## src/logic/cpu_core_defs.vh

```
/*
 * Constants for the CPU core state block: data-space addresses of the core
 * registers, program counter reset vector, stack depth and CPU cycle timing.
 * Assumes a single system clock and a synchronous active-low reset.
 */
// Operation
// - 8-bit accumulator for all data work, also data-space location FFh.
// - Two 8-bit index pointers at data-space addresses 80h and 81h.
// - Two 8-bit short-direct registers at 82h and 83h, also direct-addressable.
// - Short-direct and index operands reached by one-byte, four-cycle instruction.
// - Program counter is 12 bits, addressing 4096 program bytes.
// - PC loads jump/call target, adds offset, loads vector, pops, else increments.
// - Relative branch adds PC and offset in the arithmetic unit.
// - Three carry/zero pairs: normal, interrupt, non-maskable; only current used.
// - Interrupt entry selects its pair; return restores the previous pair.
// - Switching pairs never alters any flag value.
// - Instructions touch only the active context's flag pair.
// - Carry set on arithmetic carry or borrow, else cleared.
// - Bit test copies tested bit into carry; rotate-left goes through carry.
// - Zero set when arithmetic or logic result is zero, else cleared.
// - After reset the core runs in non-maskable mode using that pair.
// - Return stack is six 12-bit LIFO levels, no stack pointer.
// - Call or interrupt pushes all levels down, PC enters top, sixth lost.
// - Return loads top level into PC and shifts deeper levels up.
// - Beyond six nested pushes the stack stays full, oldest address lost.
// - Return on empty stack stays at top, execution continues next instruction.
// - CPU cycle is the internal clock divided by 13.
// - Each instruction takes two, four or five CPU cycles.
// - Reset clears the stack and loads PC from reset vector 0FFEh.
`ifndef CPU_CORE_DEFS_VH
`define CPU_CORE_DEFS_VH

// ****************************************************************
// Data-space addresses
// ****************************************************************
`define ADDR_INDEX_FIRST    8'h80
`define ADDR_INDEX_SECOND   8'h81
`define ADDR_SHORT_FIRST    8'h82
`define ADDR_SHORT_SECOND   8'h83
`define ADDR_ACCUMULATOR    8'hFF

// ****************************************************************
// Program counter and stack
// ****************************************************************
`define PC_RESET_VECTOR     12'hFFE
`define STACK_DEPTH         6
`define STACK_CNT_W         3

// ****************************************************************
// Timing
// ****************************************************************
`define CPU_CLK_DIV         13
`define CLK_DIV_W           4
`define INSTR_CYC_SHORT     3'h2
`define INSTR_CYC_MID       3'h4
`define INSTR_CYC_LONG      3'h5

// ****************************************************************
// Instruction operation codes seen by the core
// ****************************************************************
`define OP_NONE             4'h0
`define OP_JUMP             4'h1
`define OP_CALL             4'h2
`define OP_BRANCH           4'h3
`define OP_IRQ              4'h4
`define OP_NMI              4'h5
`define OP_RET              4'h6
`define OP_RETURN_FROM_INTERRUPT             4'h7

// ****************************************************************
// Flag update codes
// ****************************************************************
`define FL_NONE             3'h0
`define FL_ARITH            3'h1
`define FL_LOGIC            3'h2
`define FL_BITTEST          3'h3
`define FL_ROTATE           3'h4

`endif

```

## src/logic/cpu_core_state.v

```verilog
/*
 * Programmer-visible state of the CPU core: accumulator, index and
 * short-direct registers on the data-space bus, program counter, three
 * carry/zero flag pairs with context switching, and the return stack.
 * Assumes the instruction decoder presents one operation per instruction
 * and holds it until instr_done_o; data-space accesses are single cycle.
 */
`timescale 1ns/1ps
`include "cpu_core_defs.vh"

module cpu_core_state (
  // Clock and reset
  input  wire        clk_sys_i,
  input  wire        rst_n_i,
  // Data-space bus
  input  wire [7:0]  ds_addr_i,
  input  wire        ds_wr_i,
  input  wire        ds_rd_i,
  input  wire [7:0]  ds_wdata_i,
  output reg  [7:0]  ds_rdata_o,
  output wire        ds_hit_o,
  // Instruction request
  input  wire        instr_valid_i,
  input  wire [3:0]  instr_op_i,
  input  wire [2:0]  instr_cycles_i,
  input  wire [11:0] instr_target_i,
  input  wire [7:0]  instr_offset_i,
  // Flag update request
  input  wire [2:0]  flag_op_i,
  input  wire [8:0]  alu_result_i,
  input  wire        bit_value_i,
  // Instruction status
  output wire        instr_ready_o,
  output reg         instr_done_o,
  output wire        cpu_cycle_o,
  // Core state
  output reg  [11:0] pc_o,
  output wire        carry_o,
  output wire        zero_o,
  output wire [2:0]  mode_o,
  output wire [2:0]  stack_depth_o
);

  // ****************************************************************
  // Modes, one-hot
  // ****************************************************************
  localparam [2:0] MODE_NORMAL = 3'b001;
  localparam [2:0] MODE_IRQ    = 3'b010;
  localparam [2:0] MODE_NMI    = 3'b100;

  localparam [1:0] ST_IDLE = 2'b01;
  localparam [1:0] ST_EXEC = 2'b10;

  // ****************************************************************
  // Storage
  // ****************************************************************
  reg  [7:0]  accumulator;
  reg  [7:0]  index_pointer_first;
  reg  [7:0]  index_pointer_second;
  reg  [7:0]  short_direct_first;
  reg  [7:0]  short_direct_second;
  reg  [2:0]  mode;
  reg  [2:0]  prior_mode;
  reg  [2:0]  saved_mode;
  reg  [2:0]  carry_flag;
  reg  [2:0]  zero_flag;
  reg  [1:0]  state;
  reg  [2:0]  cyc_left;
  reg  [3:0]  op;
  reg  [11:0] target;
  reg  [7:0]  offset;
  reg  [2:0]  fop;
  reg  [8:0]  result;
  reg         bitval;
  reg  [11:0] next_pc;
  reg         next_c;
  reg         next_z;
  wire [11:0] stack_top;
  wire        stack_empty;
  wire        stack_push;
  wire        stack_pop;
  wire        last_cycle;
  wire [11:0] alu_sum;
  wire        cur_c;
  wire        cur_z;
  wire [1:0]  ctx;

  // ****************************************************************
  // CPU cycle enable
  // ****************************************************************
  cpu_cycle_divider u_div (
    .clk_sys_i   (clk_sys_i),
    .rst_n_i     (rst_n_i),
    .cpu_cycle_o (cpu_cycle_o)
  );

  // ****************************************************************
  // Data-space registers
  // ****************************************************************
  assign ds_hit_o = (ds_addr_i == `ADDR_ACCUMULATOR) ||
                    (ds_addr_i == `ADDR_INDEX_FIRST) ||
                    (ds_addr_i == `ADDR_INDEX_SECOND) ||
                    (ds_addr_i == `ADDR_SHORT_FIRST) ||
                    (ds_addr_i == `ADDR_SHORT_SECOND);

  always @(posedge clk_sys_i) begin
    if (!rst_n_i) begin
      accumulator          <= 8'h00;
      index_pointer_first  <= 8'h00;
      index_pointer_second <= 8'h00;
      short_direct_first   <= 8'h00;
      short_direct_second  <= 8'h00;
    end else if (ds_wr_i) begin
      case (ds_addr_i)
        `ADDR_ACCUMULATOR:  accumulator          <= ds_wdata_i;
        `ADDR_INDEX_FIRST:  index_pointer_first  <= ds_wdata_i;
        `ADDR_INDEX_SECOND: index_pointer_second <= ds_wdata_i;
        `ADDR_SHORT_FIRST:  short_direct_first   <= ds_wdata_i;
        `ADDR_SHORT_SECOND: short_direct_second  <= ds_wdata_i;
        default: ;
      endcase
    end
  end

  always @(posedge clk_sys_i) begin
    if (!rst_n_i) begin
      ds_rdata_o <= 8'h00;
    end else if (ds_rd_i) begin
      case (ds_addr_i)
        `ADDR_ACCUMULATOR:  ds_rdata_o <= accumulator;
        `ADDR_INDEX_FIRST:  ds_rdata_o <= index_pointer_first;
        `ADDR_INDEX_SECOND: ds_rdata_o <= index_pointer_second;
        `ADDR_SHORT_FIRST:  ds_rdata_o <= short_direct_first;
        `ADDR_SHORT_SECOND: ds_rdata_o <= short_direct_second;
        default:            ds_rdata_o <= 8'h00;
      endcase
    end
  end

  // ****************************************************************
  // Instruction sequencing
  // ****************************************************************
  assign instr_ready_o = state[0];
  assign last_cycle    = state[1] && cpu_cycle_o && (cyc_left == 3'h1);

  always @(posedge clk_sys_i) begin
    if (!rst_n_i) begin
      state        <= ST_IDLE;
      cyc_left     <= 3'h0;
      op           <= `OP_NONE;
      target       <= 12'h000;
      offset       <= 8'h00;
      fop          <= `FL_NONE;
      result       <= 9'h000;
      bitval       <= 1'b0;
      instr_done_o <= 1'b0;
    end else begin
      instr_done_o <= 1'b0;
      case (state)
        ST_IDLE: begin
          if (instr_valid_i) begin
            state    <= ST_EXEC;
            op       <= instr_op_i;
            target   <= instr_target_i;
            offset   <= instr_offset_i;
            fop      <= flag_op_i;
            result   <= alu_result_i;
            bitval   <= bit_value_i;
            if (instr_cycles_i == `INSTR_CYC_SHORT || instr_cycles_i == `INSTR_CYC_LONG) begin
              cyc_left <= instr_cycles_i;
            end else begin
              cyc_left <= `INSTR_CYC_MID;
            end
          end
        end
        ST_EXEC: begin
          if (cpu_cycle_o) begin
            cyc_left <= cyc_left - 3'h1;
            if (cyc_left == 3'h1) begin
              state        <= ST_IDLE;
              instr_done_o <= 1'b1;
            end
          end
        end
        default: state <= ST_IDLE;
      endcase
    end
  end

  // ****************************************************************
  // Program counter
  // ****************************************************************
  assign alu_sum    = pc_o + {{4{offset[7]}}, offset};
  assign stack_push = last_cycle && (op == `OP_CALL || op == `OP_IRQ || op == `OP_NMI);
  assign stack_pop  = last_cycle && (op == `OP_RET || op == `OP_RETURN_FROM_INTERRUPT);

  always @* begin
    case (op)
      `OP_JUMP:   next_pc = target;
      `OP_CALL:   next_pc = target;
      `OP_BRANCH: next_pc = alu_sum;
      `OP_IRQ:    next_pc = target;
      `OP_NMI:    next_pc = target;
      `OP_RET:    next_pc = stack_empty ? pc_o + 12'h001 : stack_top;
      `OP_RETURN_FROM_INTERRUPT:   next_pc = stack_empty ? pc_o + 12'h001 : stack_top;
      default:    next_pc = pc_o + 12'h001;
    endcase
  end

  always @(posedge clk_sys_i) begin
    if (!rst_n_i) begin
      pc_o <= `PC_RESET_VECTOR;
    end else if (last_cycle) begin
      pc_o <= next_pc;
    end
  end

  cpu_return_stack u_stack (
    .clk_sys_i   (clk_sys_i),
    .rst_n_i     (rst_n_i),
    .push_i      (stack_push),
    .pop_i       (stack_pop),
    .push_data_i (pc_o),
    .top_o       (stack_top),
    .empty_o     (stack_empty),
    .depth_o     (stack_depth_o)
  );

  // ****************************************************************
  // Context mode
  // ****************************************************************
  always @(posedge clk_sys_i) begin
    if (!rst_n_i) begin
      mode       <= MODE_NMI;
      prior_mode <= MODE_NORMAL;
      saved_mode <= MODE_NORMAL;
    end else if (last_cycle) begin
      case (op)
        `OP_IRQ: begin
          if (mode == MODE_NORMAL) begin
            prior_mode <= mode;
            mode       <= MODE_IRQ;
          end
        end
        `OP_NMI: begin
          if (mode != MODE_NMI) begin
            saved_mode <= prior_mode;
            prior_mode <= mode;
            mode       <= MODE_NMI;
          end
        end
        `OP_RETURN_FROM_INTERRUPT: begin
          mode       <= prior_mode;
          prior_mode <= saved_mode;
          saved_mode <= MODE_NORMAL;
        end
        default: ;
      endcase
    end
  end

  assign mode_o = mode;
  assign ctx    = mode[2] ? 2'd2 : (mode[1] ? 2'd1 : 2'd0);
  assign cur_c  = carry_flag[ctx];
  assign cur_z  = zero_flag[ctx];
  assign carry_o = cur_c;
  assign zero_o  = cur_z;

  // ****************************************************************
  // Flag pairs
  // ****************************************************************
  always @* begin
    next_c = cur_c;
    next_z = cur_z;
    case (fop)
      `FL_ARITH: begin
        next_c = result[8];
        next_z = (result[7:0] == 8'h00);
      end
      `FL_LOGIC:   next_z = (result[7:0] == 8'h00);
      `FL_BITTEST: next_c = bitval;
      `FL_ROTATE: begin
        next_c = result[8];
        next_z = (result[7:0] == 8'h00);
      end
      default: ;
    endcase
  end

  always @(posedge clk_sys_i) begin
    if (!rst_n_i) begin
      carry_flag <= 3'b000;
      zero_flag  <= 3'b000;
    end else if (last_cycle && fop != `FL_NONE) begin
      carry_flag[ctx] <= next_c;
      zero_flag[ctx]  <= next_z;
    end
  end

endmodule // cpu_core_state

```

## src/logic/cpu_cycle_divider.v

```verilog
/*
 * Divides the system clock down to the CPU cycle enable pulse.
 * Assumes one system clock and a synchronous active-low reset.
 */
`timescale 1ns/1ps
`include "cpu_core_defs.vh"

module cpu_cycle_divider (
  // Clock and reset
  input  wire       clk_sys_i,
  input  wire       rst_n_i,
  // Enable out
  output reg        cpu_cycle_o
);

  reg [`CLK_DIV_W-1:0] div_cnt;

  // ****************************************************************
  // Divide by thirteen
  // ****************************************************************
  always @(posedge clk_sys_i) begin
    if (!rst_n_i) begin
      div_cnt     <= {`CLK_DIV_W{1'b0}};
      cpu_cycle_o <= 1'b0;
    end else if (div_cnt == `CPU_CLK_DIV - 1) begin
      div_cnt     <= {`CLK_DIV_W{1'b0}};
      cpu_cycle_o <= 1'b1;
    end else begin
      div_cnt     <= div_cnt + 4'h1;
      cpu_cycle_o <= 1'b0;
    end
  end

endmodule // cpu_cycle_divider

```

## src/logic/cpu_return_stack.v

```verilog
/*
 * Six-level 12-bit hardware return stack, shift-register LIFO.
 * Assumes push and pop are never requested in the same cycle.
 */
`timescale 1ns/1ps
`include "cpu_core_defs.vh"

module cpu_return_stack (
  // Clock and reset
  input  wire        clk_sys_i,
  input  wire        rst_n_i,
  // Control
  input  wire        push_i,
  input  wire        pop_i,
  input  wire [11:0] push_data_i,
  // State
  output wire [11:0] top_o,
  output wire        empty_o,
  output reg  [2:0]  depth_o
);

  reg  [11:0] level      [0:`STACK_DEPTH-1];
  wire [11:0] from_upper [0:`STACK_DEPTH-1];
  wire [11:0] from_lower [0:`STACK_DEPTH-1];

  assign top_o   = level[0];
  assign empty_o = (depth_o == 3'h0);

  // ****************************************************************
  // Stack levels
  // ****************************************************************
  genvar g;
  generate
    for (g = 0; g < `STACK_DEPTH; g = g + 1) begin : g_level
      if (g == 0) begin : g_first
        assign from_upper[g] = push_data_i;
      end else begin : g_deeper
        assign from_upper[g] = level[g-1];
      end
      if (g == `STACK_DEPTH - 1) begin : g_last
        assign from_lower[g] = 12'h000;
      end else begin : g_upper
        assign from_lower[g] = level[g+1];
      end
      always @(posedge clk_sys_i) begin
        if (!rst_n_i) begin
          level[g] <= 12'h000;
        end else if (push_i) begin
          level[g] <= from_upper[g];
        end else if (pop_i && depth_o != 3'h0) begin
          level[g] <= from_lower[g];
        end
      end
    end
  endgenerate

  // ****************************************************************
  // Occupancy
  // ****************************************************************
  always @(posedge clk_sys_i) begin
    if (!rst_n_i) begin
      depth_o <= 3'h0;
    end else if (push_i) begin
      if (depth_o != `STACK_DEPTH) begin
        depth_o <= depth_o + 3'h1;
      end
    end else if (pop_i && depth_o != 3'h0) begin
      depth_o <= depth_o - 3'h1;
    end
  end

endmodule // cpu_return_stack

```

## config.mk

```make
export PLATFORM = sky130hd
export DESIGN_NAME = cpu_core_state
export DESIGN_NICKNAME = d
export VERILOG_FILES = /design/src/logic/cpu_core_state.v /design/src/logic/cpu_cycle_divider.v /design/src/logic/cpu_return_stack.v
export VERILOG_INCLUDE_DIRS = /design/src /design/src/logic
export SDC_FILE = /design/constraint.sdc
export NUM_CORES = 1
export LEC_CHECK = 0
export BUFFER_PORTS_ARGS = -buffer_cell sky130_fd_sc_hd__buf_2
export CORE_MARGIN = 4
export CORE_UTILIZATION = 60
export CTS_BUF_LIST = sky130_fd_sc_hd__clkbuf_8
export CTS_CLUSTER_DIAMETER = 30
export DETAILED_ROUTE_END_ITERATION = 10
export PLACE_DENSITY = 0.81
export SLEW_MARGIN = 20
export SYNTH_ARGS = -nofsm -noshare
export SYNTH_HDL_FRONTEND = slang
export SYNTH_SLANG_ARGS = --single-unit
```

## constraint.sdc

```tcl
create_clock -name clk_sys_i -period 5.79 [get_ports clk_sys_i]
set_clock_uncertainty 0.2 [all_clocks]
set_input_delay 1.737 -clock clk_sys_i [delete_from_list [all_inputs] [get_ports clk_sys_i]]
set_output_delay 1.737 -clock clk_sys_i [all_outputs]
set_load 0.02 [all_outputs]
```

==> tab_implementation.tex, run 1 <==
\begin{tabular}{lr}
\hline
Metric & Value \\
\hline
\multicolumn{2}{l}{\textbf{Logic synthesis}} \\
Number of enable flip-flop cells after synthesis & 72 \\
Synth Area per Inst & 9.693 µm² \\
Total of flip-flops plus latches after synthesis & 198 \\
Mapped Cells & 934 \\
Total number of yosys warnings & 0 \\
Synth unique cells & 63 \\
Net count of the mapped netlist & 1013 \\
Share of flip-flops with an asynchronous set or reset after synthesis & 0\% \\
Main synth FF type & sky130\_fd\_sc\_hd\_\_dfxtp\_1 \\
Total standard cell area after synthesis & 9054 µm² \\
Proportion of synthesized chip area in sequential cells & 51.74\% \\
\multicolumn{2}{l}{\textbf{Layout}} \\
Number of inserted diodes & 0 \\
Post-layout nets & 1072 \\
Share of layout cells above drive strength 1 & 14.61\% \\
Filler cell count in the final layout & 1185 \\
Growth of design area from synthesis to finish & 9.881\% \\
\multicolumn{2}{l}{\textbf{Drt}} \\
Routed WL per cell & 16.76 µm \\
Antenna-violating nets left & 0 \\
Number of vias in the routed layout & 7117 \\
1st-pass router iterations & 9 \\
Total wire length after detailed routing & 19950 µm \\
Mean number of vias per cell & 5.981 \\
Violation count after the first detailed-routing iteration & 692 \\
DRC Markers & 0 \\
\multicolumn{2}{l}{\textbf{Clock network}} \\
Count of hold buffers inserted by post-cts repair & 0 \\
H-Tree Depth & 4 \\
Post-CTS setup repair buffer count & 0 \\
TritonCTS clock tree & built \\
Post-cts gate resize count & 0 \\
Buffer cell driving the clock tree root & sky130\_fd\_sc\_hd\_\_clkbuf\_8 \\
Clock buffer count from CTS & 17 \\
Clock-pin slew of the registers on the worst-case setup and hold paths & 0.10 ns \\
Total number of clock tree sinks & 198 \\
Clock Path Buffers & 2 \\
Worst skew pair latency & 0.46 ns \\
\multicolumn{2}{l}{\textbf{Placement}} \\
Placement Setup Slack & 1.231 ns \\
Half-perimeter wire length after placement & 13790 µm \\
Number of port buffers & 92 \\
GP Congestion & 0.8518 \\
\multicolumn{2}{l}{\textbf{Critical path}} \\
Worst Setup Start Kind & input port \\
CP required & 3.85 ns \\
Critical path start-end classification & in2out \\
CP Max Fanout & 4 \\
Category of the worst setup path capture point & output port \\
Data arrival time at the worst-slack endpoint & 2.63 ns \\
\multicolumn{2}{l}{\textbf{Timing}} \\
Count of final max-slew check failures & 0 \\
Total setup violations reported at the end of the flow & 0 \\
Min setup slack post-route & 1.223 ns \\
Crit path time final & 4.567 ns \\
Relative slew slack & 30.63\% \\
Final-report hold violation count & 0 \\
TNS Setup & 0 ns \\
Final period utilization & 78.87\% \\
Hold slack final & 0.2590 ns \\
Peak Freq & 219.0 MHz \\
Worst slew pin tran & 1.041 ns \\
Setup repair after global routing missed its margin & false \\
\multicolumn{2}{l}{\textbf{Global route}} \\
Maximum number of pins on one net before global-route repair & 61 \\
Total congestion overflow after global routing & 0 \\
Vias in the first global route & 6409 \\
Met3 track demand over resource in global routing & 4.553\% \\
Met1 usage in global routing & 34.92\% \\
GRT Max-Usage Layer & met2 \\
Global Route met2 Usage & 36.63\% \\
First-pass GRT wire length & 32520 µm \\
All-Layer GR Usage & 23.76\% \\
Antenna violations before repair & 0 \\
\multicolumn{2}{l}{\textbf{Die}} \\
Die H & 130.8 µm \\
Placeable core area & 14640 µm² \\
Total die area & 17120 µm² \\
Number of cell rows & 44 \\
Starting density of the core & 61.83\% \\
Number of I/O pins & 93 \\
Die width & 130.8 µm \\
\multicolumn{2}{l}{\textbf{Status}} \\
Run status & finished clean \\
\multicolumn{2}{l}{\textbf{Pwr}} \\
Static power due to leakage & 3.946 nW \\
Overall Power & 2.533 mW \\
Largest vdd supply drop & 0.1720 mV \\
Pwr dens & 254.6 nW/µm² \\
\multicolumn{2}{l}{\textbf{Run}} \\
Number of max-cap violations & 0 \\
\multicolumn{2}{l}{\textbf{Worst hold path}} \\
Hold/Removal Path Class & reg2reg \\
\hline
\end{tabular}
-- registers in the layout, summed over array words and instances (netlist names), 4 cells and up --
| register | count |
|---|---|
| accumulator | 8 |
| op | 4 |
| u_stack.level | 72 |
| ds_rdata_o | 8 |
| offset | 8 |
| pc_o | 12 |
| u_div.div_cnt | 4 |
| index_pointer_second | 8 |
| short_direct_second | 8 |
| result | 9 |
| index_pointer_first | 8 |
| short_direct_first | 8 |
| target | 12 |
-- cells in the mapped netlist, types with 3 or more instances --
| cell type | count | area share (%) |
|---|---|---|
| sky130_fd_sc_hd__xnor2_1 | 6 | 0.58 |
| sky130_fd_sc_hd__nor2b_1 | 4 | 0.28 |
| sky130_fd_sc_hd__nand3b_1 | 6 | 0.50 |
| sky130_fd_sc_hd__edfxtp_1 | 72 | 24 |
| sky130_fd_sc_hd__a31oi_1 | 5 | 0.35 |
| sky130_fd_sc_hd__a222oi_1 | 8 | 0.88 |
| sky130_fd_sc_hd__a221o_1 | 5 | 0.55 |
| sky130_fd_sc_hd__clkbuf_1 | 44 | 1.8 |
| sky130_fd_sc_hd__inv_1 | 17 | 0.70 |
| sky130_fd_sc_hd__buf_2 | 12 | 0.66 |
| sky130_fd_sc_hd__a21oi_1 | 83 | 4.6 |
| sky130_fd_sc_hd__nand4b_1 | 3 | 0.29 |
| sky130_fd_sc_hd__nand4_1 | 3 | 0.21 |
| sky130_fd_sc_hd__nor4b_1 | 3 | 0.29 |
| sky130_fd_sc_hd__and3_1 | 20 | 1.4 |
| sky130_fd_sc_hd__a211oi_1 | 19 | 1.6 |
| sky130_fd_sc_hd__a22oi_1 | 3 | 0.25 |
| sky130_fd_sc_hd__xor2_1 | 8 | 0.77 |
| sky130_fd_sc_hd__buf_1 | 8 | 0.33 |
| sky130_fd_sc_hd__nor3_1 | 13 | 0.72 |
| sky130_fd_sc_hd__nand2b_1 | 6 | 0.41 |
| sky130_fd_sc_hd__nor4_1 | 5 | 0.35 |
| sky130_fd_sc_hd__o211ai_1 | 3 | 0.25 |
| sky130_fd_sc_hd__ha_1 | 16 | 2.2 |
| sky130_fd_sc_hd__a221oi_1 | 7 | 0.68 |
| sky130_fd_sc_hd__a21o_1 | 3 | 0.25 |
| sky130_fd_sc_hd__a22o_1 | 60 | 5.8 |
| sky130_fd_sc_hd__o21ai_0 | 42 | 2.3 |
| sky130_fd_sc_hd__dfxtp_1 | 126 | 28 |
| sky130_fd_sc_hd__nand2_1 | 140 | 5.8 |
| sky130_fd_sc_hd__mux2i_1 | 44 | 4.9 |
| sky130_fd_sc_hd__nand3_1 | 21 | 1.2 |
| sky130_fd_sc_hd__nor2_1 | 76 | 3.2 |
| sky130_fd_sc_hd__o21a_1 | 4 | 0.33 |
-- layout make-up --
cell class | count | area [µm²] | share of cell area [%]
timing repair buffer | 105 | 558.0 | 5.609
tap | 184 | 230.2 | 2.314
clock inverter | 13 | 82.58 | 0.8301
inverter | 19 | 72.57 | 0.7295
multi-input combinational | 652 | 4059 | 40.80
clock buffer | 19 | 261.5 | 2.629
sequential | 198 | 4684 | 47.09
-- cells by family after synthesis --
family,count (synthesis),synth area share [%]
AOI/OAI and AO/OA,258,19.53
xor gates and xnor gates,14,1.354
adders and majority gates,18,2.653
buffers and inverters,84,3.690
DFF,198,51.74
muxes,44,4.865
and+or+nand+nor,318,16.17
-- cells in the final DEF (no fill, tap or decap), drive strengths merged, types with 7 or more instances in the layout --
cell	count
nand2	140
dfxtp	126
buf	105
a21oi	83
nor2	77
edfxtp	72
a22o	60
mux2i	44
o21ai	43
inv	24
nand3	21
and3	20
a211oi	20
clkbuf	19
ha	16
nor3	14
xor2	8
a222oi	8
a221oi	7
-- through the flow --
| step | utilization [%] | area [µm²] | instances |
|---|---|---|---|
| floorplan | - | 9054 | 934 |
| global placement | 65.58 | 9604 | 1158 |
| detailed placement | 65.58 | 9604 | 1158 |
| CTS | 67.93 | 9948 | 1190 |
| global route | 67.93 | 9948 | 1190 |
| finish | 67.93 | 9948 | 1190 |
-- path summary, 6_finish.rpt --
path                                       start                                  end  cells past startpoint  slack, ns
max                                 ds_addr_i[2]                             ds_hit_o                      5       1.22
min          short_direct_second[6]$_SDFFE_PN0P_  short_direct_second[6]$_SDFFE_PN0P_                      2       0.26
max reg2reg                   op[1]$_SDFFE_PN0P_        u_stack.level[0][3]$_DFFE_PP_                      5       2.08
min reg2reg  short_direct_second[6]$_SDFFE_PN0P_  short_direct_second[6]$_SDFFE_PN0P_                      2       0.26
-- per-layer routing --
metal  part of all wire (%)  routed length (µm)
met3                    5.8                1163
met4                   0.79                 157
met2                     46                9273
met5                      0                   0
met1                     47                9354
-- power by group --
group          internal, mW  switching (mW)
Combinational        0.0867           0.142
Sequential             1.48          0.0342
Clock                 0.318           0.473
Total                  1.88           0.649
-- worst max-delay path, cell delays in order --
cell                       delay, ns
sky130_fd_sc_hd__buf_2          0.10
sky130_fd_sc_hd__nor4_1         0.30
sky130_fd_sc_hd__nand3b_1       0.20
sky130_fd_sc_hd__o21ai_0        0.11
sky130_fd_sc_hd__buf_2          0.18
Note: power is estimated with default switching activity, not from simulation.
==> run 2: changes to the inputs <==
==> constraint.sdc (replaced) <==
create_clock -name clk_sys_i -period 4.6 [get_ports clk_sys_i]
set_clock_uncertainty 0.2 [all_clocks]
set_input_delay 1.38 -clock clk_sys_i [delete_from_list [all_inputs] [get_ports clk_sys_i]]
set_output_delay 1.38 -clock clk_sys_i [all_outputs]
set_load 0.02 [all_outputs]
==> run 2 against run 1 <==
Compared with the run above:
- non-clock buffer count grew 1
- combinational power grew 28%
- cell area grew 0.99%
- largest power group unchanged
- die area is the same
- critical path depth is the same
- register-to-register slack lost 0.83 ns
- sequential power grew 26%
==> tab_implementation.tex, run 2 (synthesis results as in run 1) <==
\begin{tabular}{lr}
\hline
Metric & Value \\
\hline
\multicolumn{2}{l}{\textbf{Die}} \\
Starting density of the core & 61.83\% (unchanged) \\
Total die area & 17120 µm² (unchanged) \\
Number of I/O pins & 93 (unchanged) \\
Die width & 130.8 µm (unchanged) \\
Number of cell rows & 44 (unchanged) \\
Die H & 130.8 µm (unchanged) \\
Placeable core area & 14640 µm² (unchanged) \\
\multicolumn{2}{l}{\textbf{Clock network}} \\
Clock buffer count from CTS & 17 (unchanged) \\
Clock-pin slew of the registers on the worst-case setup and hold paths & 0.09 ns (about the same) \\
Total number of clock tree sinks & 198 (unchanged) \\
Post-CTS setup repair buffer count & 0 (unchanged) \\
Buffer cell driving the clock tree root & sky130\_fd\_sc\_hd\_\_clkbuf\_8 \\
Post-cts gate resize count & 0 (unchanged) \\
Clock Path Buffers & 2 (unchanged) \\
Worst skew pair latency & 0.47 ns (about the same) \\
H-Tree Depth & 4 (unchanged) \\
TritonCTS clock tree & built \\
Count of hold buffers inserted by post-cts repair & 0 (unchanged) \\
\multicolumn{2}{l}{\textbf{Drt}} \\
Violation count after the first detailed-routing iteration & 564 (-18\%) \\
Number of vias in the routed layout & 7230 (+1.6\%) \\
1st-pass router iterations & 6 (-3) \\
Antenna-violating nets left & 0 (unchanged) \\
DRC Markers & 0 (unchanged) \\
Mean number of vias per cell & 6.071 (+1.5\%) \\
Routed WL per cell & 17.18 µm (+2.5\%) \\
Total wire length after detailed routing & 20460 µm (+2.6\%) \\
\multicolumn{2}{l}{\textbf{Pwr}} \\
Pwr dens & 336.5 nW/µm² (+32\%) \\
Combinational cell fraction of total power & 8.6\% (-0.4 points) \\
Largest vdd supply drop & 0.3722 mV (+120\%) \\
Part of the power in registers & 56.3\% (-3.4 points) \\
Internal portion of total power & 2.558 mW (+36\%) \\
Sw Ratio & 24.33\% (-1.3 points) \\
Switching component of the power & 0.8228 mW (+27\%) \\
Overall Power & 3.381 mW (+33\%) \\
Clock group share of total power & 35.1\% (+3.9 points) \\
Static power due to leakage & 3.988 nW (+1.1\%) \\
\multicolumn{2}{l}{\textbf{Critical path}} \\
Category of the worst setup path capture point & output port \\
Worst Setup Start Kind & input port \\
CP required & 3.02 ns (-0.83 ns) \\
CP Max Fanout & 4 (unchanged) \\
Register-to-Register Setup Slack & 1.25 ns (-0.83 ns) \\
Critical path start-end classification & in2out \\
Data arrival time at the worst-slack endpoint & 2.25 ns (-0.38 ns) \\
\multicolumn{2}{l}{\textbf{Layout}} \\
Share of layout cells above drive strength 1 & 14.80\% (+0.18 points) \\
Cell Count, Final, Fillers Out & 1191 (+0.084\%) \\
Register with the most flip-flops & u\_stack.level \\
Commonest cells after routing, fill and taps aside & sky130\_fd\_sc\_hd\_\_nand2\_1 (140), sky130\_fd\_sc\_hd\_\_dfxtp\_1 (126), sky130\_fd\_sc\_hd\_\_buf\_2 (92) \\
Biggest registers after layout & u\_stack.level x72, pc\_o x12, target x12 \\
Number of inserted diodes & 0 (unchanged) \\
Post-layout nets & 1073 (+0.093\%) \\
Max reg flops & 72 (unchanged) \\
Growth of design area from synthesis to finish & 10.97\% \\
Final non-filler cell area & 10050 µm² (+0.99\%) \\
Most common library cell in the layout ignoring fill and taps & sky130\_fd\_sc\_hd\_\_nand2\_1 \\
\multicolumn{2}{l}{\textbf{Placement}} \\
Cell count after placement & 1159 (+0.086\%) \\
Half-perimeter wire length after placement & 13870 µm (+0.62\%) \\
Placement Setup Slack & 0.7660 ns (-0.4650 ns) \\
GP Congestion & 0.8307 (-2.5\%) \\
DP Area & 9624 µm² (+0.21\%) \\
Number of port buffers & 92 (unchanged) \\
\multicolumn{2}{l}{\textbf{Status}} \\
Run status & finished clean \\
\multicolumn{2}{l}{\textbf{Timing}} \\
Final-report hold violation count & 0 (unchanged) \\
Total setup violations reported at the end of the flow & 0 (unchanged) \\
Relative slew slack & 27.10\% (-3.5 points) \\
TNS Setup & 0 ns (unchanged) \\
Crit path time final & 3.827 ns \\
Final period utilization & 83.19\% \\
Worst slew pin tran & 1.094 ns (+0.05293 ns) \\
Peak Freq & 261.3 MHz \\
Setup repair after global routing missed its margin & false \\
Count of final max-slew check failures & 0 (unchanged) \\
Min setup slack post-route & 0.7731 ns (-0.4501 ns) \\
\multicolumn{2}{l}{\textbf{Global route}} \\
All-Layer GR Usage & 24.14\% (+0.38 points) \\
Antenna violations before repair & 0 (unchanged) \\
Vias in the first global route & 6604 (+3.0\%) \\
Total congestion overflow after global routing & 0 (unchanged) \\
First-pass GRT wire length & 32990 µm (+1.4\%) \\
Maximum number of pins on one net before global-route repair & 106 (+74\%) \\
\multicolumn{2}{l}{\textbf{Worst hold path}} \\
Hold/Removal Path Class & reg2reg \\
\multicolumn{2}{l}{\textbf{Run}} \\
Number of max-cap violations & 0 (unchanged) \\
\hline
\end{tabular}
## run 2: cell types whose count changed in the layout (fill, tap and decap cells not counted)
cell / delta
sky130_fd_sc_hd__inv_6: -2
sky130_fd_sc_hd__buf_12: +1
sky130_fd_sc_hd__inv_4: -1
sky130_fd_sc_hd__bufinv_16: +4
sky130_fd_sc_hd__clkinv_4: +1
sky130_fd_sc_hd__clkinv_2: +1
sky130_fd_sc_hd__clkbuf_8: -2
sky130_fd_sc_hd__inv_1: -1
## run 2: routing by layer
| metal | wire length, µm | GRT usage [%] |
|---|---|---|
| met4 | 306 | 7.139 |
| met2 | 9580 | 37.98 |
| met5 | 0 | 0 |
| met3 | 1352 | 5.650 |
| met1 | 9221 | 33.49 |
## run 2: worst max-delay path: stages
cell,delay (ns)
sky130_fd_sc_hd__buf_2,0.10
sky130_fd_sc_hd__nor4_1,0.26
sky130_fd_sc_hd__nand3b_1,0.19
sky130_fd_sc_hd__o21ai_0,0.12
sky130_fd_sc_hd__buf_2,0.19
## run 2: worst paths after layout
kind                                             start                         endpoint  depth (start not counted)
worst min-delay path            result[3]$_SDFFE_PN0P_           result[3]$_SDFFE_PN0P_                          2
worst max register to register      op[1]$_SDFFE_PN0P_  u_stack.depth_o[2]$_SDFFE_PN0P_                          7
worst max-delay path                      ds_addr_i[2]                         ds_hit_o                          5
worst min register to register  result[3]$_SDFFE_PN0P_           result[3]$_SDFFE_PN0P_                          2
## run 2: stage by stage
step	util (%)	hold WS (ns)
after floorplan	-	0.2337
after global placement	65.72	0.2423
after detailed placement	65.72	0.2466
after CTS	68.61	0.2600
after global routing	68.61	0.2767
final	68.61	0.2570
## run 2: power by group through the flow
| stage | clock, mW | combinational [mW] | sequential, mW |
|---|---|---|---|
| finish | 1.19 | 0.291 | 1.90 |
| global route | 1.28 | 0.325 | 1.91 |
| CTS | 1.21 | 0.290 | 1.90 |
| detailed placement | 0 | 0.288 | 1.94 |
| global placement | 0 | 0.281 | 1.94 |
| floorplan | 0 | 0.202 | 1.93 |
## run 2: layout make-up
| type | instances | area [µm²] |
|---|---|---|
| clock buffer | 17 | 234.0 |
| clock inverter | 15 | 188.9 |
| fill | 1098 | 4597 |
| inverter | 19 | 72.57 |
| multi-input combinational | 652 | 4059 |
| sequential | 198 | 4684 |
| tap | 184 | 230.2 |
| timing repair buffer | 106 | 578.1 |
==> run 3: changes to the inputs <==
==> constraint.sdc (replaced) <==
create_clock -name clk_sys_i -period 3.85 [get_ports clk_sys_i]
set_clock_uncertainty 0.2 [all_clocks]
set_input_delay 1.155 -clock clk_sys_i [delete_from_list [all_inputs] [get_ports clk_sys_i]]
set_output_delay 1.155 -clock clk_sys_i [all_outputs]
set_load 0.02 [all_outputs]
==> run 3 against run 2 <==
Compared with the run above:
- clock-buffer cell count is the same
- sequential power rose by 19%
- wire length is 2.3% lower
- core utilization is 0.15 points higher
- critical path type unchanged
- die area is the same
- flip-flop and latch count unchanged
- total power up 17%
- non-clock buffer count increased by 4
- clock power grew 13%
==> tab_implementation.tex, run 3 (synthesis results as in run 1) <==
\begin{tabular}{lr}
\hline
Metric & Value \\
\hline
\multicolumn{2}{l}{\textbf{Critical path}} \\
Critical path start-end classification & in2out \\
Cell class contributing the biggest share of worst-path delay & buffers and inverters \\
Cell type with the highest occurrence count on the critical path & sky130\_fd\_sc\_hd\_\_buf\_2 \\
Worst Setup Start Kind & input port \\
Slowest cell delay on critical path & 0.29 ns (+0.03 ns) \\
CP required & 2.49 ns (-0.53 ns) \\
Data arrival time at the worst-slack endpoint & 2.06 ns (-0.19 ns) \\
Register-to-Register Setup Slack & 0.88 ns (-0.37 ns) \\
CP Max Fanout & 13 (+9) \\
Category of the worst setup path capture point & output port \\
Worst Path Buf+Inv & 2 (unchanged) \\
Cell-by-cell trace of the critical path & buf\_2, nand4\_1, o21ai\_0, buf\_2 \\
CP max stage cell & sky130\_fd\_sc\_hd\_\_buf\_2 \\
\multicolumn{2}{l}{\textbf{Clock network}} \\
H-Tree Depth & 4 (unchanged) \\
Buffer cell driving the clock tree root & sky130\_fd\_sc\_hd\_\_clkbuf\_8 \\
Post-CTS setup repair buffer count & 0 (unchanged) \\
TritonCTS clock tree & built \\
Clock buffer count from CTS & 17 (unchanged) \\
Clock-pin slew of the registers on the worst-case setup and hold paths & 0.09 ns (about the same) \\
Worst skew pair latency & 0.47 ns (about the same) \\
Count of hold buffers inserted by post-cts repair & 0 (unchanged) \\
Clock Path Buffers & 2 (unchanged) \\
Post-cts gate resize count & 0 (unchanged) \\
Total number of clock tree sinks & 198 (unchanged) \\
\multicolumn{2}{l}{\textbf{Timing}} \\
Hold slack final & 0.2599 ns (+0.002882 ns) \\
TNS Setup & 0 ns (unchanged) \\
Worst slew pin tran & 0.7355 ns (-0.3580 ns) \\
Count of final max-slew check failures & 0 (unchanged) \\
Total setup violations reported at the end of the flow & 0 (unchanged) \\
Setup repair after global routing missed its margin & false \\
Final-report hold violation count & 0 (unchanged) \\
Relative slew slack & 50.96\% (+24 points) \\
Crit path time final & 3.411 ns \\
Final period utilization & 88.59\% \\
Peak Freq & 293.2 MHz \\
\multicolumn{2}{l}{\textbf{Pwr}} \\
Pwr dens & 394.0 nW/µm² (+17\%) \\
Static power due to leakage & 3.999 nW (+0.28\%) \\
Overall Power & 3.967 mW (+17\%) \\
Largest vdd supply drop & 0.2676 mV (-28\%) \\
\multicolumn{2}{l}{\textbf{Layout}} \\
Register with the most flip-flops & u\_stack.level \\
Biggest registers after layout & u\_stack.level x72, pc\_o x12, target x12 \\
Commonest cells after routing, fill and taps aside & sky130\_fd\_sc\_hd\_\_nand2\_1 (140), sky130\_fd\_sc\_hd\_\_dfxtp\_1 (126), sky130\_fd\_sc\_hd\_\_buf\_2 (92) \\
Number of inserted diodes & 0 (unchanged) \\
Utilization after layout & 68.75\% (+0.15 points) \\
Post-layout nets & 1077 (+0.37\%) \\
Growth of design area from synthesis to finish & 11.21\% \\
Share of layout cells above drive strength 1 & 15.33\% (+0.53 points) \\
Max reg flops & 72 (unchanged) \\
Most common library cell in the layout ignoring fill and taps & sky130\_fd\_sc\_hd\_\_nand2\_1 \\
\multicolumn{2}{l}{\textbf{Die}} \\
Die H & 130.8 µm (unchanged) \\
Number of I/O pins & 93 (unchanged) \\
Number of cell rows & 44 (unchanged) \\
Total die area & 17120 µm² (unchanged) \\
Die width & 130.8 µm (unchanged) \\
Placeable core area & 14640 µm² (unchanged) \\
Starting density of the core & 61.83\% (unchanged) \\
\multicolumn{2}{l}{\textbf{Drt}} \\
Number of vias in the routed layout & 7075 (-2.1\%) \\
Total wire length after detailed routing & 19990 µm (-2.3\%) \\
Violation count after the first detailed-routing iteration & 812 (+44\%) \\
Antenna-violating nets left & 0 (unchanged) \\
1st-pass router iterations & 6 (unchanged) \\
Mean number of vias per cell & 5.921 (-2.5\%) \\
Routed WL per cell & 16.73 µm (-2.6\%) \\
DRC Markers & 0 (unchanged) \\
\multicolumn{2}{l}{\textbf{Global route}} \\
Antenna violations before repair & 0 (unchanged) \\
Vias in the first global route & 6370 (-3.5\%) \\
GRT Max-Usage Layer & met2 \\
Met3 track demand over resource in global routing & 5.528\% (-0.12 points) \\
Global Route met2 Usage & 37.47\% (-0.51 points) \\
All-Layer GR Usage & 23.99\% (-0.15 points) \\
Maximum number of pins on one net before global-route repair & 98 (-7.5\%) \\
Met1 usage in global routing & 33.70\% (+0.21 points) \\
Total congestion overflow after global routing & 0 (unchanged) \\
First-pass GRT wire length & 32540 µm (-1.4\%) \\
\multicolumn{2}{l}{\textbf{Status}} \\
Run status & finished clean \\
\multicolumn{2}{l}{\textbf{Run}} \\
Number of max-cap violations & 0 (unchanged) \\
\multicolumn{2}{l}{\textbf{Placement}} \\
Number of port buffers & 92 (unchanged) \\
Half-perimeter wire length after placement & 13750 µm (-0.89\%) \\
GP Congestion & 0.8418 (+1.3\%) \\
\multicolumn{2}{l}{\textbf{Worst hold path}} \\
Hold/Removal Path Class & reg2reg \\
\hline
\end{tabular}
## run 3: per-stage QoR
| stage | worst slack, ns | std cells | cell area, µm² |
|---|---|---|---|
| after floorplan | 0.5463 | 934 | 9059 |
| after global placement | 0.5115 | 1163 | 9667 |
| after detailed placement | 0.4370 | 1163 | 9667 |
| after CTS | 0.4435 | 1195 | 10070 |
| after global routing | 0.3959 | 1195 | 10070 |
| final | 0.4393 | 1195 | 10070 |
## run 3: path summary, 6_finish.rpt
check / from / endpoint / cells past startpoint
worst max-delay path: ds_addr_i[1] / ds_hit_o / 4
worst min-delay path: short_direct_second[7]$_SDFFE_PN0P_ / short_direct_second[7]$_SDFFE_PN0P_ / 2
worst max register to register: op[2]$_SDFFE_PN0P_ / u_stack.level[3][7]$_DFFE_PP_ / 5
worst min register to register: short_direct_second[7]$_SDFFE_PN0P_ / short_direct_second[7]$_SDFFE_PN0P_ / 2
## run 3: tightest hold or removal path, stage by stage, from the launching register on
cell and delay, ns:
sky130_fd_sc_hd__dfxtp_1 0.32, sky130_fd_sc_hd__nand2_1 0.05, sky130_fd_sc_hd__a21oi_1 0.05
## run 3: report_power, final
group	internal, mW	leakage [nW]	switching, mW	total, mW
sequential	2.22	1.77	0.0481	2.27
combinational	0.133	2.03	0.215	0.348
clock	0.593	0.205	0.753	1.35
total	2.95	4.00	1.02	3.97
## run 3: routing by layer
layer | vias to the layer above | part of all wire (%)
li1 | 3551 | -
met1 | 3293 | 46
met2 | 204 | 47
met3 | 27 | 5.6
met4 | 0 | 1.5
met5 | - | 0
## run 3: area by class of cell
| type | instances | area (µm²) |
|---|---|---|
| Multi-Input combinational cell | 652 | 4059 |
| Timing Repair Buffer | 110 | 620.6 |
| Sequential cell | 198 | 4684 |
| Tap cell | 184 | 230.2 |
| Clock buffer | 17 | 234.0 |
| Fill cell | 1136 | 4576 |
| Inverter | 19 | 72.57 |
| Clock inverter | 15 | 167.7 |
